===== src/pcm_port_map.svh =====
/*
  Constants of the serial voice codec port: rates, derived cycle counts,
  length limits, register offsets, write masks and reset values.
  Assumes a reference clock of 125 MHz; included by the package and core.
*/
`ifndef PCM_PORT_MAP_SVH
`define PCM_PORT_MAP_SVH

// ******************************************************************
// Rates and derived cycle counts
// ******************************************************************
`define CLK_HZ 125_000_000
`define SLV_MAX_HZ 16_000_000
`define FAST_HZ 12_000_000
`define MST_MAX_HZ 6_000_000
`define MST_MIN_HZ 64_000
// Least half period rounds up, longest half period rounds down
`define DIV_MIN ((`CLK_HZ + 2 * `MST_MAX_HZ - 1) / (2 * `MST_MAX_HZ))
`define DIV_MAX (`CLK_HZ / (2 * `MST_MIN_HZ))
`define FAST_CYC (`CLK_HZ / `FAST_HZ)
`define SLV_MIN_CYC (`CLK_HZ / `SLV_MAX_HZ)

// ******************************************************************
// Word lengths
// ******************************************************************
`define LEN_MIN 8
`define LEN_MAX2 320
`define LEN_MAX1 640
`define LEN_FAST 32
`define LSB_MAX 24
`define WORD_W 32

// ******************************************************************
// Register offsets (byte addresses)
// ******************************************************************
`define A_CTRL 6'h00
`define A_DIV 6'h04
`define A_FRAME 6'h08
`define A_IDLE 6'h0C
`define A_RX0 6'h10
`define A_TX0 6'h14
`define A_RX1 6'h18
`define A_TX1 6'h1C
`define A_TXD0 6'h20
`define A_TXD1 6'h24
`define A_RXD0 6'h28
`define A_RXD1 6'h2C
`define A_STAT 6'h30

// ******************************************************************
// Write masks, reset values, line codes
// ******************************************************************
`define CTRL_MASK 32'h0000_01FF
`define SLOT_MASK 32'hD3FF_03FF
`define IDLE_MASK 32'h07FF_07FF
`define DIV_RST 10'h03E
`define FLEN_RST 11'h064
`define LEN_RST 10'h010
`define POS1_RST 10'h010
`define MU_XOR 8'hFF
`define A_XOR 8'h55

`endif


===== src/pcm_port_pkg.sv =====
/*
  Types of the serial voice codec port: register layouts, the
  configuration carrier and the core's state record.
  Assumes the constants header is on the include path.
*/
package pcm_port_pkg;
  `include "pcm_port_map.svh"

  // ****************************************************************
  // Register layouts
  // ****************************************************************
  typedef enum logic [1:0] {COD_MULAW, COD_ALAW, COD_LINEAR,
    COD_TRANSP} coding_t;

  typedef struct packed {
    logic [22:0] rsv;
    logic dout_en;
    logic hiz;
    logic din_inv;
    logic fs_inv;
    logic fall;
    logic long_fs;
    logic dual;
    logic master;
    logic en;
  } ctrl_reg_t;

  typedef struct packed {
    coding_t cod;
    logic rsv1;
    logic msb;
    logic [1:0] rsv2;
    logic [9:0] len;
    logic [5:0] rsv3;
    logic [9:0] pos;
  } slot_reg_t;

  typedef struct packed {
    logic [4:0] rsv1;
    logic [10:0] stop;
    logic [4:0] rsv0;
    logic [10:0] start;
  } idle_reg_t;

  typedef struct packed {
    logic [15:0] frames;
    logic [10:0] bitpos;
    logic rsv;
    logic too_fast;
    logic fast;
    logic [1:0] rx_vld;
  } stat_reg_t;

  // ****************************************************************
  // Configuration carrier and core state
  // ****************************************************************
  typedef struct packed {
    ctrl_reg_t ctrl;
    logic [9:0] div;
    logic [10:0] flen;
    idle_reg_t idle;
    slot_reg_t [1:0] rx;
    slot_reg_t [1:0] tx;
  } cfg_t;

  typedef struct packed {
    cfg_t sh;
    cfg_t act;
    logic ck1, ck2, ck3, fs1, fs2, d1, d2;
    logic [9:0] dcnt;
    logic ph;
    logic [10:0] fcnt;
    logic bclk_o, fs_o, fs_prev, start, in_frame;
    logic [10:0] bitcnt;
    logic [1:0][31:0] txd;
    logic [1:0][31:0] rxd;
    logic [1:0][31:0] tx_sr;
    logic [1:0][31:0] rx_sr;
    logic [1:0] rx_vld;
    logic [4:0] per;
    logic fast, too_fast;
    logic dout, doe;
    logic [15:0] frames;
    logic [31:0] rdata;
  } state_t;
endpackage


===== src/pcm_voice_codec_port.sv =====
/*
  Serial voice codec port: bit clock, frame sync, data in and data out
  towards an external PCM or I2S codec, two channels, master or slave.
  Assumes a 125 MHz reference clock, a simple one-cycle register port
  driven from the same clock, and codec pins joined by the bench.
*/
// Notes on behaviour
// - Master drives clock and sync; slave receives
// - Clock, sync directional; data out drivable or high-Z
// - Slave works with bit clock up to 16 MHz
// - Above 12 MHz slave bursts limited to 32 bits
// - Master bit clock selectable 64 kHz to 6 MHz
// - Length 8 to 320 bits, 640 single channel
// - Each channel holds its own length
// - Per channel start position from frame sync
// - Bit order chosen per direction and channel
// - LSB first only up to 24 bit samples
// - Receive and transmit lengths set independently
// - Data out released outside channel slots
// - Option keeps data out permanently high-Z
// - Data out high-Z after power-up
// - Mu-law, A-law, linear, transparent coding per channel
// - Long or short frame sync selectable
// - Shift edge and sampling polarity selectable
// - Master holds clock low in idle window
`timescale 1ns/1ns
`include "pcm_port_map.svh"
module pcm_voice_codec_port
  import pcm_port_pkg::*;
(
  // Clock and reset
  input wire logic REF_CLK,
  input wire logic RST,
  // Register port
  input wire logic [5:0] ADDR,
  input wire logic [31:0] WDATA,
  input wire logic WR,
  input wire logic RD,
  output logic [31:0] RDATA,
  // Bit clock pin
  input wire logic PCM_CLK,
  output logic PCM_CLK_DRV,
  output logic PCM_CLK_EN,
  // Frame sync pin
  input wire logic PCM_FS,
  output logic PCM_FS_DRV,
  output logic PCM_FS_EN,
  // Data lines
  input wire logic PCM_DIN,
  output logic PCM_DOUT,
  output logic PCM_DOUT_EN
);

  // ****************************************************************
  // Helpers
  // ****************************************************************
  // Clamp a word length to the legal window of the current mode
  function automatic logic [9:0] len_eff(logic [9:0] l, logic dual,
                                         logic fast);
    logic [9:0] m;
    m = dual ? 10'(`LEN_MAX2) : 10'(`LEN_MAX1);
    if (fast) begin
      m = 10'(`LEN_FAST);
    end
    if (l < 10'(`LEN_MIN)) begin
      return 10'(`LEN_MIN);
    end
    return (l > m) ? m : l;
  endfunction

  // True while bit position p lies inside a slot
  function automatic logic slot_hit(logic [10:0] p, logic [9:0] pos,
                                    logic [9:0] len);
    return (p >= {1'b0, pos}) && (p < {1'b0, pos} + {1'b0, len});
  endfunction

  // Idle window of the master clock, empty when stop is not past start
  function automatic logic in_idle(logic [10:0] f, idle_reg_t w);
    return (w.stop > w.start) && (f >= w.start) && (f < w.stop);
  endfunction

  // Companded codes travel as 8-bit line codes; the inversion is its
  // own inverse, so the same function serves both directions
  function automatic logic [31:0] recode(logic [31:0] v, coding_t m);
    case (m)
      COD_MULAW: return v ^ 32'(`MU_XOR);
      COD_ALAW: return v ^ 32'(`A_XOR);
      default: return v;
    endcase
  endfunction

  // Reset image of the whole state
  function automatic state_t init_state();
    state_t s;
    s = '0;
    s.sh.div = `DIV_RST;
    s.sh.flen = `FLEN_RST;
    for (int c = 0; c < 2; c++) begin
      s.sh.rx[c].len = `LEN_RST;
      s.sh.tx[c].len = `LEN_RST;
      s.sh.rx[c].cod = COD_LINEAR;
      s.sh.tx[c].cod = COD_LINEAR;
      s.sh.rx[c].msb = 1'b1;
      s.sh.tx[c].msb = 1'b1;
    end
    s.sh.rx[1].pos = `POS1_RST;
    s.sh.tx[1].pos = `POS1_RST;
    s.act = s.sh;
    return s;
  endfunction

  localparam state_t ST_RST = init_state();

  // ****************************************************************
  // State and helper signals
  // ****************************************************************
  state_t r;
  state_t n;
  logic [9:0] divc;
  logic [9:0] len_rx [2];
  logic [9:0] len_tx [2];
  logic fstart;
  logic cur_hit;
  logic cur_idle;
  logic idle_n;
  logic slv_fast;
  ctrl_reg_t cw;
  stat_reg_t sw;

  // ****************************************************************
  // Next state
  // ****************************************************************
  // One pass computes every next value; order matters where a
  // hardware set must win over a software clear in the same cycle
  always_comb begin
    logic rise, fall, vr, vf, drv, smp, fsin, din, msb;
    logic [10:0] p;
    logic [10:0] k;
    logic [31:0] w;
    rise = 1'b0;
    fall = 1'b0;
    vr = 1'b0;
    vf = 1'b0;
    drv = 1'b0;
    smp = 1'b0;
    fsin = 1'b0;
    din = 1'b0;
    msb = 1'b0;
    p = '0;
    k = '0;
    w = '0;
    n = r;
    fstart = 1'b0;
    cur_hit = 1'b0;
    cw = ctrl_reg_t'(WDATA & `CTRL_MASK);
    sw = '0;
    sw.frames = r.frames;
    sw.bitpos = r.bitcnt;
    sw.too_fast = r.too_fast;
    sw.fast = r.fast;
    sw.rx_vld = r.rx_vld;

    // Register writes land in the shadow copy, except transmit data, which goes straight to txd
    if (WR) begin
      case (ADDR)
        `A_CTRL: n.sh.ctrl = cw;
        `A_DIV: n.sh.div = WDATA[9:0];
        `A_FRAME: n.sh.flen = WDATA[10:0];
        `A_IDLE: n.sh.idle = idle_reg_t'(WDATA & `IDLE_MASK);
        `A_RX0: n.sh.rx[0] = slot_reg_t'(WDATA & `SLOT_MASK);
        `A_TX0: n.sh.tx[0] = slot_reg_t'(WDATA & `SLOT_MASK);
        `A_RX1: n.sh.rx[1] = slot_reg_t'(WDATA & `SLOT_MASK);
        `A_TX1: n.sh.tx[1] = slot_reg_t'(WDATA & `SLOT_MASK);
        `A_TXD0: n.txd[0] = WDATA;
        `A_TXD1: n.txd[1] = WDATA;
        default: ;
      endcase
    end

    // Reads answer one cycle later; data reads clear their flags
    n.rdata = '0;
    if (RD) begin
      case (ADDR)
        `A_CTRL: n.rdata = r.sh.ctrl;
        `A_DIV: n.rdata = 32'(r.sh.div);
        `A_FRAME: n.rdata = 32'(r.sh.flen);
        `A_IDLE: n.rdata = r.sh.idle;
        `A_RX0: n.rdata = r.sh.rx[0];
        `A_TX0: n.rdata = r.sh.tx[0];
        `A_RX1: n.rdata = r.sh.rx[1];
        `A_TX1: n.rdata = r.sh.tx[1];
        `A_TXD0: n.rdata = r.txd[0];
        `A_TXD1: n.rdata = r.txd[1];
        `A_RXD0: begin
          n.rdata = r.rxd[0];
          n.rx_vld[0] = 1'b0;
        end
        `A_RXD1: begin
          n.rdata = r.rxd[1];
          n.rx_vld[1] = 1'b0;
        end
        `A_STAT: begin
          n.rdata = sw;
          n.too_fast = 1'b0;
        end
        default: n.rdata = '0;
      endcase
    end

    // Effective settings of the active copy
    divc = r.act.div;
    if (divc < 10'(`DIV_MIN)) begin
      divc = 10'(`DIV_MIN);
    end
    if (divc > 10'(`DIV_MAX)) begin
      divc = 10'(`DIV_MAX);
    end
    slv_fast = r.fast & ~r.act.ctrl.master;
    for (int c = 0; c < 2; c++) begin
      len_rx[c] = len_eff(r.act.rx[c].len, r.act.ctrl.dual, slv_fast);
      len_tx[c] = len_eff(r.act.tx[c].len, r.act.ctrl.dual, slv_fast);
    end

    // Pin synchronisers; the second stage is read below, the clock's third stage for edges
    n.ck1 = PCM_CLK;
    n.ck2 = r.ck1;
    n.ck3 = r.ck2;
    n.fs1 = PCM_FS;
    n.fs2 = r.fs1;
    n.d1 = PCM_DIN;
    n.d2 = r.d1;

    // Slave clock period, to spot rates above 12 MHz or 16 MHz
    if (r.ck2 && !r.ck3) begin
      n.per = '0;
      n.fast = ({1'b0, r.per} + 6'd1) <= 6'(`FAST_CYC);
      if (({1'b0, r.per} + 6'd1) < 6'(`SLV_MIN_CYC) &&
          r.act.ctrl.en && !r.act.ctrl.master) begin
        n.too_fast = 1'b1;
      end
    end else if (r.per != '1) begin
      n.per = r.per + 5'd1;
    end

    // Master clock divider and frame timer
    if (r.act.ctrl.en && r.act.ctrl.master) begin
      if (r.dcnt == '0) begin
        n.dcnt = divc - 10'd1;
        n.ph = ~r.ph;
        vr = ~r.ph;
        vf = r.ph;
      end else begin
        n.dcnt = r.dcnt - 10'd1;
      end
    end else begin
      n.dcnt = '0;
      n.ph = 1'b0;
      n.fcnt = '0;
    end
    if (vr) begin
      n.fcnt = (r.fcnt >= r.act.flen - 11'd1) ? '0 : r.fcnt + 11'd1;
    end
    idle_n = in_idle(n.fcnt, r.act.idle);
    cur_idle = in_idle(r.fcnt, r.act.idle);
    // Frame timer keeps running while the clock is held low
    n.bclk_o = n.ph & ~idle_n;
    n.fs_o = r.act.ctrl.en & r.act.ctrl.master &
      (r.act.ctrl.long_fs ? (n.fcnt < (r.act.flen >> 1))
                          : (n.fcnt == '0));

    // Edges of the bit clock, own or received
    if (r.act.ctrl.master) begin
      rise = vr & ~idle_n;
      fall = vf & ~idle_n;
      fsin = r.fs_o;
    end else begin
      rise = r.act.ctrl.en & r.ck2 & ~r.ck3;
      fall = r.act.ctrl.en & ~r.ck2 & r.ck3;
      fsin = r.fs2 ^ r.act.ctrl.fs_inv;
    end
    drv = r.act.ctrl.fall ? fall : rise;
    smp = r.act.ctrl.fall ? rise : fall;
    din = r.d2 ^ r.act.ctrl.din_inv;

    // Sync edge marks a boundary: settings switch only here or while disabled
    if (smp) begin
      n.fs_prev = fsin;
      if (fsin && !r.fs_prev) begin
        n.start = 1'b1;
        n.act = r.sh;
        fstart = 1'b1;
      end
    end
    if (!r.act.ctrl.en) begin
      n.act = r.sh;
      n.in_frame = 1'b0;
      n.start = 1'b0;
      n.doe = 1'b0; // Stale enable must not reappear on re-enable
    end

    // Drive edge: next bit position and serial output
    if (drv) begin
      if (r.start) begin
        p = '0;
        n.start = 1'b0;
        n.in_frame = 1'b1;
        n.frames = r.frames + 16'd1;
      end else begin
        p = (r.bitcnt == '1) ? r.bitcnt : r.bitcnt + 11'd1;
      end
      n.bitcnt = p;
      n.dout = 1'b0;
      n.doe = 1'b0;
      for (int c = 0; c < 2; c++) begin
        if ((r.in_frame || r.start) && (c == 0 || r.act.ctrl.dual) &&
            slot_hit(p, r.act.tx[c].pos, len_tx[c])) begin
          k = p - {1'b0, r.act.tx[c].pos};
          msb = r.act.tx[c].msb ||
            (len_tx[c] > 10'(`LSB_MAX));
          if (k == '0) begin
            w = recode(r.txd[c], r.act.tx[c].cod);
            if (msb && len_tx[c] < 10'(`WORD_W)) begin
              w = w << (10'(`WORD_W) - len_tx[c]);
            end
          end else begin
            w = r.tx_sr[c];
          end
          // Overlapping slots: channel 0 owns the line
          if (!n.doe) begin
            n.dout = msb ? w[31] : w[0];
            n.doe = 1'b1;
          end
          n.tx_sr[c] = msb ? (w << 1) : (w >> 1);
        end
      end
    end

    // Sample edge: gather received bits per channel
    if (smp && r.in_frame) begin
      for (int c = 0; c < 2; c++) begin
        if ((c == 0 || r.act.ctrl.dual) &&
            slot_hit(r.bitcnt, r.act.rx[c].pos, len_rx[c])) begin
          k = r.bitcnt - {1'b0, r.act.rx[c].pos};
          msb = r.act.rx[c].msb ||
            (len_rx[c] > 10'(`LSB_MAX));
          w = (k == '0) ? '0 : r.rx_sr[c];
          w = msb ? {w[30:0], din} : {din, w[31:1]};
          n.rx_sr[c] = w;
          if (k == {1'b0, len_rx[c]} - 11'd1) begin
            if (!msb && len_rx[c] < 10'(`WORD_W)) begin
              w = w >> (10'(`WORD_W) - len_rx[c]);
            end
            n.rxd[c] = recode(w, r.act.rx[c].cod);
            n.rx_vld[c] = 1'b1;
          end
        end
      end
    end

    // Slot test at the current position, for the output check
    for (int c = 0; c < 2; c++) begin
      if (r.in_frame && (c == 0 || r.act.ctrl.dual) &&
          slot_hit(r.bitcnt, r.act.tx[c].pos, len_tx[c])) begin
        cur_hit = 1'b1;
      end
    end
  end

  // ****************************************************************
  // State register
  // ****************************************************************
  // All state in one record; reset restores the documented defaults
  always_ff @(posedge REF_CLK or posedge RST) begin
    if (RST) begin
      r <= ST_RST;
    end else begin
      r <= n;
    end
  end

  // ****************************************************************
  // Outputs
  // ****************************************************************
  // Enables gate late so a stale bit never escapes after a change
  assign RDATA = r.rdata;
  assign PCM_CLK_DRV = r.bclk_o;
  assign PCM_CLK_EN = r.act.ctrl.en & r.act.ctrl.master;
  assign PCM_FS_DRV = r.fs_o ^ r.act.ctrl.fs_inv;
  assign PCM_FS_EN = r.act.ctrl.en & r.act.ctrl.master;
  assign PCM_DOUT = r.dout;
  assign PCM_DOUT_EN = r.doe & r.act.ctrl.en & r.act.ctrl.dout_en &
    ~r.act.ctrl.hiz;
endmodule


===== config.mk =====
export PLATFORM = sky130hd
export DESIGN_NAME = pcm_voice_codec_port
export DESIGN_NICKNAME = d
export VERILOG_FILES = /design/src/pcm_port_pkg.sv /design/src/pcm_voice_codec_port.sv
export VERILOG_INCLUDE_DIRS = /design/src
export SDC_FILE = /design/constraint.sdc
export NUM_CORES = 2
export LEC_CHECK = 0
export ABC_AREA = 1
export BUFFER_PORTS_ARGS = -buffer_cell sky130_fd_sc_hd__buf_2
export CORE_ASPECT_RATIO = 1.75
export CORE_MARGIN = 8
export CORE_UTILIZATION = 58
export CTS_CLUSTER_DIAMETER = 150
export CTS_CLUSTER_SIZE = 40
export DETAILED_ROUTE_END_ITERATION = 12
export PLACE_DENSITY = 0.77
export SETUP_SLACK_MARGIN = 0.15
export SLEW_MARGIN = 20
export SYNTH_ARGS = -nofsm -noshare
export SYNTH_HDL_FRONTEND = slang
export SYNTH_SLANG_ARGS = --single-unit

===== constraint.sdc =====
create_clock -name REF_CLK -period 20.3 [get_ports REF_CLK]
set_input_delay 2.03 -clock REF_CLK [delete_from_list [all_inputs] [get_ports REF_CLK]]
set_output_delay 2.03 -clock REF_CLK [all_outputs]
set_load 0.02 [all_outputs]

# Word-level counts from Yosys, hierarchy flattened
# Index checks and enable logic that the tools add are counted.
# classes
n_addsub,22
order_cmp,33
eq_ne,23
n_shift,4
mux,100
n_bitwise,30
n_reduce_logical,60
# ops
cell,count
32-bit 2-to-1 mux,25
190-bit 2-to-1 mux,3
32-bit case mux with 13 select lines,1
10-bit 2-to-1 mux,17
11-bit 2-to-1 mux,7
8-bit case mux with 2 select lines,4
32-bit by 10-bit << shifter with 32-bit output,2
32-bit by 10-bit >> shifter with 32-bit output,2
11-bit zero test,5
11-bit < comparator,5
10-bit by 4-bit < comparator with 1-bit output (second input constant),5
10-bit by 10-bit adder with 11-bit output,4
11-bit by 10-bit >= comparator with 1-bit output,4
11-bit by 10-bit subtractor with 11-bit output,4
10-bit greater-than comparator,4
10-bit by 5-bit greater-than comparator with 1-bit output (second input constant),4
10-bit by 6-bit < comparator with 1-bit output (second input constant),4
6-bit by 10-bit subtractor with 10-bit output (first input constant),4
8-bit inverter,4
2-bit AND reduction,16
6-bit equality test (second input constant),5
1-bit 2-to-1 mux,30
6-bit by 5-bit equality test with 1-bit output (second input constant),4
11-bit by 1-bit adder with 11-bit output (second input constant),2
36 further kinds,107
# totals
reg_bits,648
output_inout_bits,38
elab_cells,362

# Longest topological paths before layout
# depth
depth_word,26
ltp_mapped,39

# Least setup slack after synthesis
# No wires, ideal clock.
# synth_timing
kind,flip-flop to flip-flop
start,register r[542] (netlist name)
end,register r[156] (netlist name)
t_arrival_ns,5.474
required_time_ns,20.213
path_slack_ns,14.740
path_stages_with_launch,35
path_buffers,3
period_less_slack_ns,5.560
cell_sequence,dfrtp_1 -> nor2_4 -> inv_2 -> nand2_2 -> ha_1 -> nand2_1 -> inv_1 -> nand2_1 -> nand3_2 -> nand2_1 -> buf_6 -> nand3_2 -> inv_1 -> clkbuf_1 -> ha_1 -> inv_1 -> fa_1 -> o21ai_0 -> a21oi_1 -> o21bai_1 -> a21oi_1 -> o21ai_0 -> a21o_1 -> a21oi_1 -> ha_1 -> a2111oi_0 -> nand3_1 -> inv_1 -> nand4_1 -> nor2_1 -> inv_2 -> nor2_1 -> buf_2 -> inv_1 -> o211ai_1
# synth_via
elab_chain_len,12
elab_cells_between_ends,35
classes_between,2 x add/sub; 6 x order compare; 1 x shift; 13 x mux; 5 x bitwise; 8 x reduce/logical
# synth_lines
element,line,text
start: declaration,pcm_voice_codec_port.sv:117,state_t r;
start signal: assignment,pcm_voice_codec_port.sv:377,r <= n;
"parallel branches: the longest is 12 deep, another holds 10-bit greater-than comparator",--,
# Parallel ways; which one is timed is not known.
# A chain may end at the register's enable or synchronous reset.

# Worst setup path after layout
# Ends and elaborated chain as after synthesis.

==> results.json <==
{
  "status": "finished, final reports clean",
  "layout-drive-gt1-share": 0.0695,
  "synth.cell_area_mm2": 0.0452,
  "max_freq_ghz": 0.128,
  "arrival_ps": 8390,
  "wirelength_um": 179000,
  "fin_crit_ps": 7810,
  "clockBufferDepth": 3,
  "dp.final_hpwl_um": 137000,
  "firstDrtPassIters": 8,
  "synth.largest_area_cell": "dfrtp_1",
  "cp.required_ps": 20880,
  "cts-htree-levels": 1,
  "postCtsHoldBufs": 0,
  "grt_max_degree": 181,
  "grt_pass1_wl_um": 267000,
  "area_growth_syn_to_layout_pct": 3.04,
  "yosysSeqAreaShare": 0.360,
  "pin_count": 83,
  "setup_viol": 0,
  "clk_latency_ps": 680,
  "fin_setup_tns_ps": 0,
  "yosysMostFrequentCell": "nand2_1",
  "grt_usage": 0.405,
  "tightest_slew_ps": 1170,
  "timing.critical_path.mode_cell": "inv_1",
  "cpPeakStageDelay_ps": 660,
  "yosysUniqueCellTypes": 75,
  "ys_warn_count": 0,
  "die_h_um": 385,
  "root_buffer": "clkbuf_16",
  "cap_violations": 0,
  "die-area_mm2": 0.0875,
  "coreArea_mm2": 0.0774,
  "hold_path_class": "flip-flop to flip-flop",
  "antenna_found_initial": 5,
  "postCtsSetupBuffers": 0,
  "rsz0062_at_grt": "false",
  "synth_flop_cell": "dfrtp_1",
  "start_kind": "flip-flop",
  "synthTopCellsByArea": "dfrtp_1 (33%), nand2_1 (12%), nand3_1 (11%), ha_1 (5.7%), o21ai_0 (5.4%)",
  "numPortBuffers": 82,
  "final.setup_skew_ps": 72.7,
  "final_nets": 6471,
  "path_class": "flip-flop to flip-flop",
  "num_vias": 45700,
  "relSlewSlack": 0.210,
  "route.detailed.vias_per_inst": 6.30,
  "synth_commonest_cells": "nand2_1 (1439), nand3_1 (1037), dfrtp_1 (604)",
  "clkSinkCount": 648,
  "rows": 135,
  "initial_core_util": 0.584,
  "grt_pass1_vias": 43800,
  "die_w_um": 227,
  "final-hold-violation-count": 0,
  "finalMaxSlewViolations": 0,
  "syn_inst": 6366,
  "wl_per_cell_um": 24.7,
  "grt_remaining_overflow": 0,
  "cts_tree": "built",
  "drc": 0,
  "synth_edf_count": 0,
  "syn-num-nets": 6624,
  "finalCritPeriodShare": 0.385,
  "crit_path_end_kind": "flip-flop",
  "cts_buffers": 20,
  "drtIter0Drc": 5008,
  "slowest_stage": "inv_1",
  "ys_async_sr_fraction": 1.00,
  "yosysTopAreaCellShare": 0.334,
  "worstPathMaxFanout": 50,
  "clkTransAtPathRegs_ps": 170,
  "yosys_register_bits": 648,
  "drtAntennaViolNets": 0,
  "cts_resized": 0,
  "syn_area_per_cell_um2": 7.10,
  "place_congestion": 1.05
}
==> final cells by class <==
| type | instances | area, um^2 |
|---|---|---|
| Tap cell | 1027 | 1280 |
| Timing Repair Buffer | 159 | 1010 |
| Multi-Input combinational cell | 4759 | 25100 |
| Clock buffer | 33 | 549 |
| Fill cell | 7514 | 30800 |
| Sequential cell | 648 | 16300 |
| Inverter | 625 | 2360 |
| Antenna cell | 3 | 7.51 |
| Clock inverter | 2 | 46.3 |
==> cell families after synthesis <==
kind of cell,after synthesis,synth area share
AOI/OAI and AO/OA,1169,0.147
muxes,6,0.00138
adders and majority gates,213,0.0599
buffers and inverters,959,0.0879
DFF,648,0.360
xor gates and xnor gates,127,0.0248
and+or+nand+nor,3244,0.319
==> metrics by stage <==
stage	setup slack (ps)	cell area (um^2)	instances	util	hold WS [ps]
2_1_floorplan	187	45200	6366	-	331
3_3_place_gp	12750	45900	7217	0.594	332
3_5_place_dp	12610	45900	7217	0.594	353
4_1_cts	12560	46500	7252	0.602	389
5_1_grt	11830	46600	7253	0.602	400
6_report	12490	46600	7256	0.602	389
==> sequential cells by signal, summed over array words and instances (netlist names) <==
signal,count
r,610
RDATA,32
n,4
PCM_CLK_DRV,1
PCM_DOUT,1
==> worst paths after layout <==
check / start / end / slack (ps) / cells after the start
setup reg to reg: r[542]$_DFFE_PP0P_ / r[156]$_DFFE_PP0P_ / 12490 / 33
hold / removal: n[353]$_DFF_PP0_ / r[353]$_DFF_PP0_ / 390 / 0
max in group asynchronous: RST / r[144]$_DFFE_PP0P_ / 16460 / 4
hold reg to reg: n[353]$_DFF_PP0_ / r[353]$_DFF_PP0_ / 390 / 0
min in group asynchronous: RST / r[75]$_DFFE_PP0P_ / 1510 / 2
setup / recovery: r[542]$_DFFE_PP0P_ / r[156]$_DFFE_PP0P_ / 12490 / 33
==> cells in the final DEF (no fill, tap or decap), drive strengths merged, types with 17 or more instances in the layout <==
cell	count
nor3	32
o21bai	24
nand4	91
nor4	17
o22ai	36
nand3	1057
nand2	1461
nor2	506
dfrtp	604
a31oi	68
dfstp	44
a21oi	325
inv	613
o21ai	540
or2	63
xor2	103
ha	207
a221oi	43
clkbuf	33
o211ai	61
buf	159
xnor2	24
==> worst max-delay path, delay by kind of cell, from the launching register on <==
family	cells	cell delay [ps]
adders and majority gates	4	1280
and+or+nand+nor	11	2040
DFF	1	480
AOI/OAI and AO/OA	9	1950
buffers and inverters	9	1960
==> per-layer routing <==
metal / GRT usage / vias up / share of wire
li1: - / 21100 / -
met5: 0 / - / 0.000067
met4: 0.362 / 2 / 0.11
met3: 0.0581 / 765 / 0.076
met1: 0.444 / 21500 / 0.34
met2: 0.675 / 2368 / 0.47
Power is left out: the tool's default activity adds up to more than one toggle a clock period on the data nets, which glitch-free logic cannot reach.
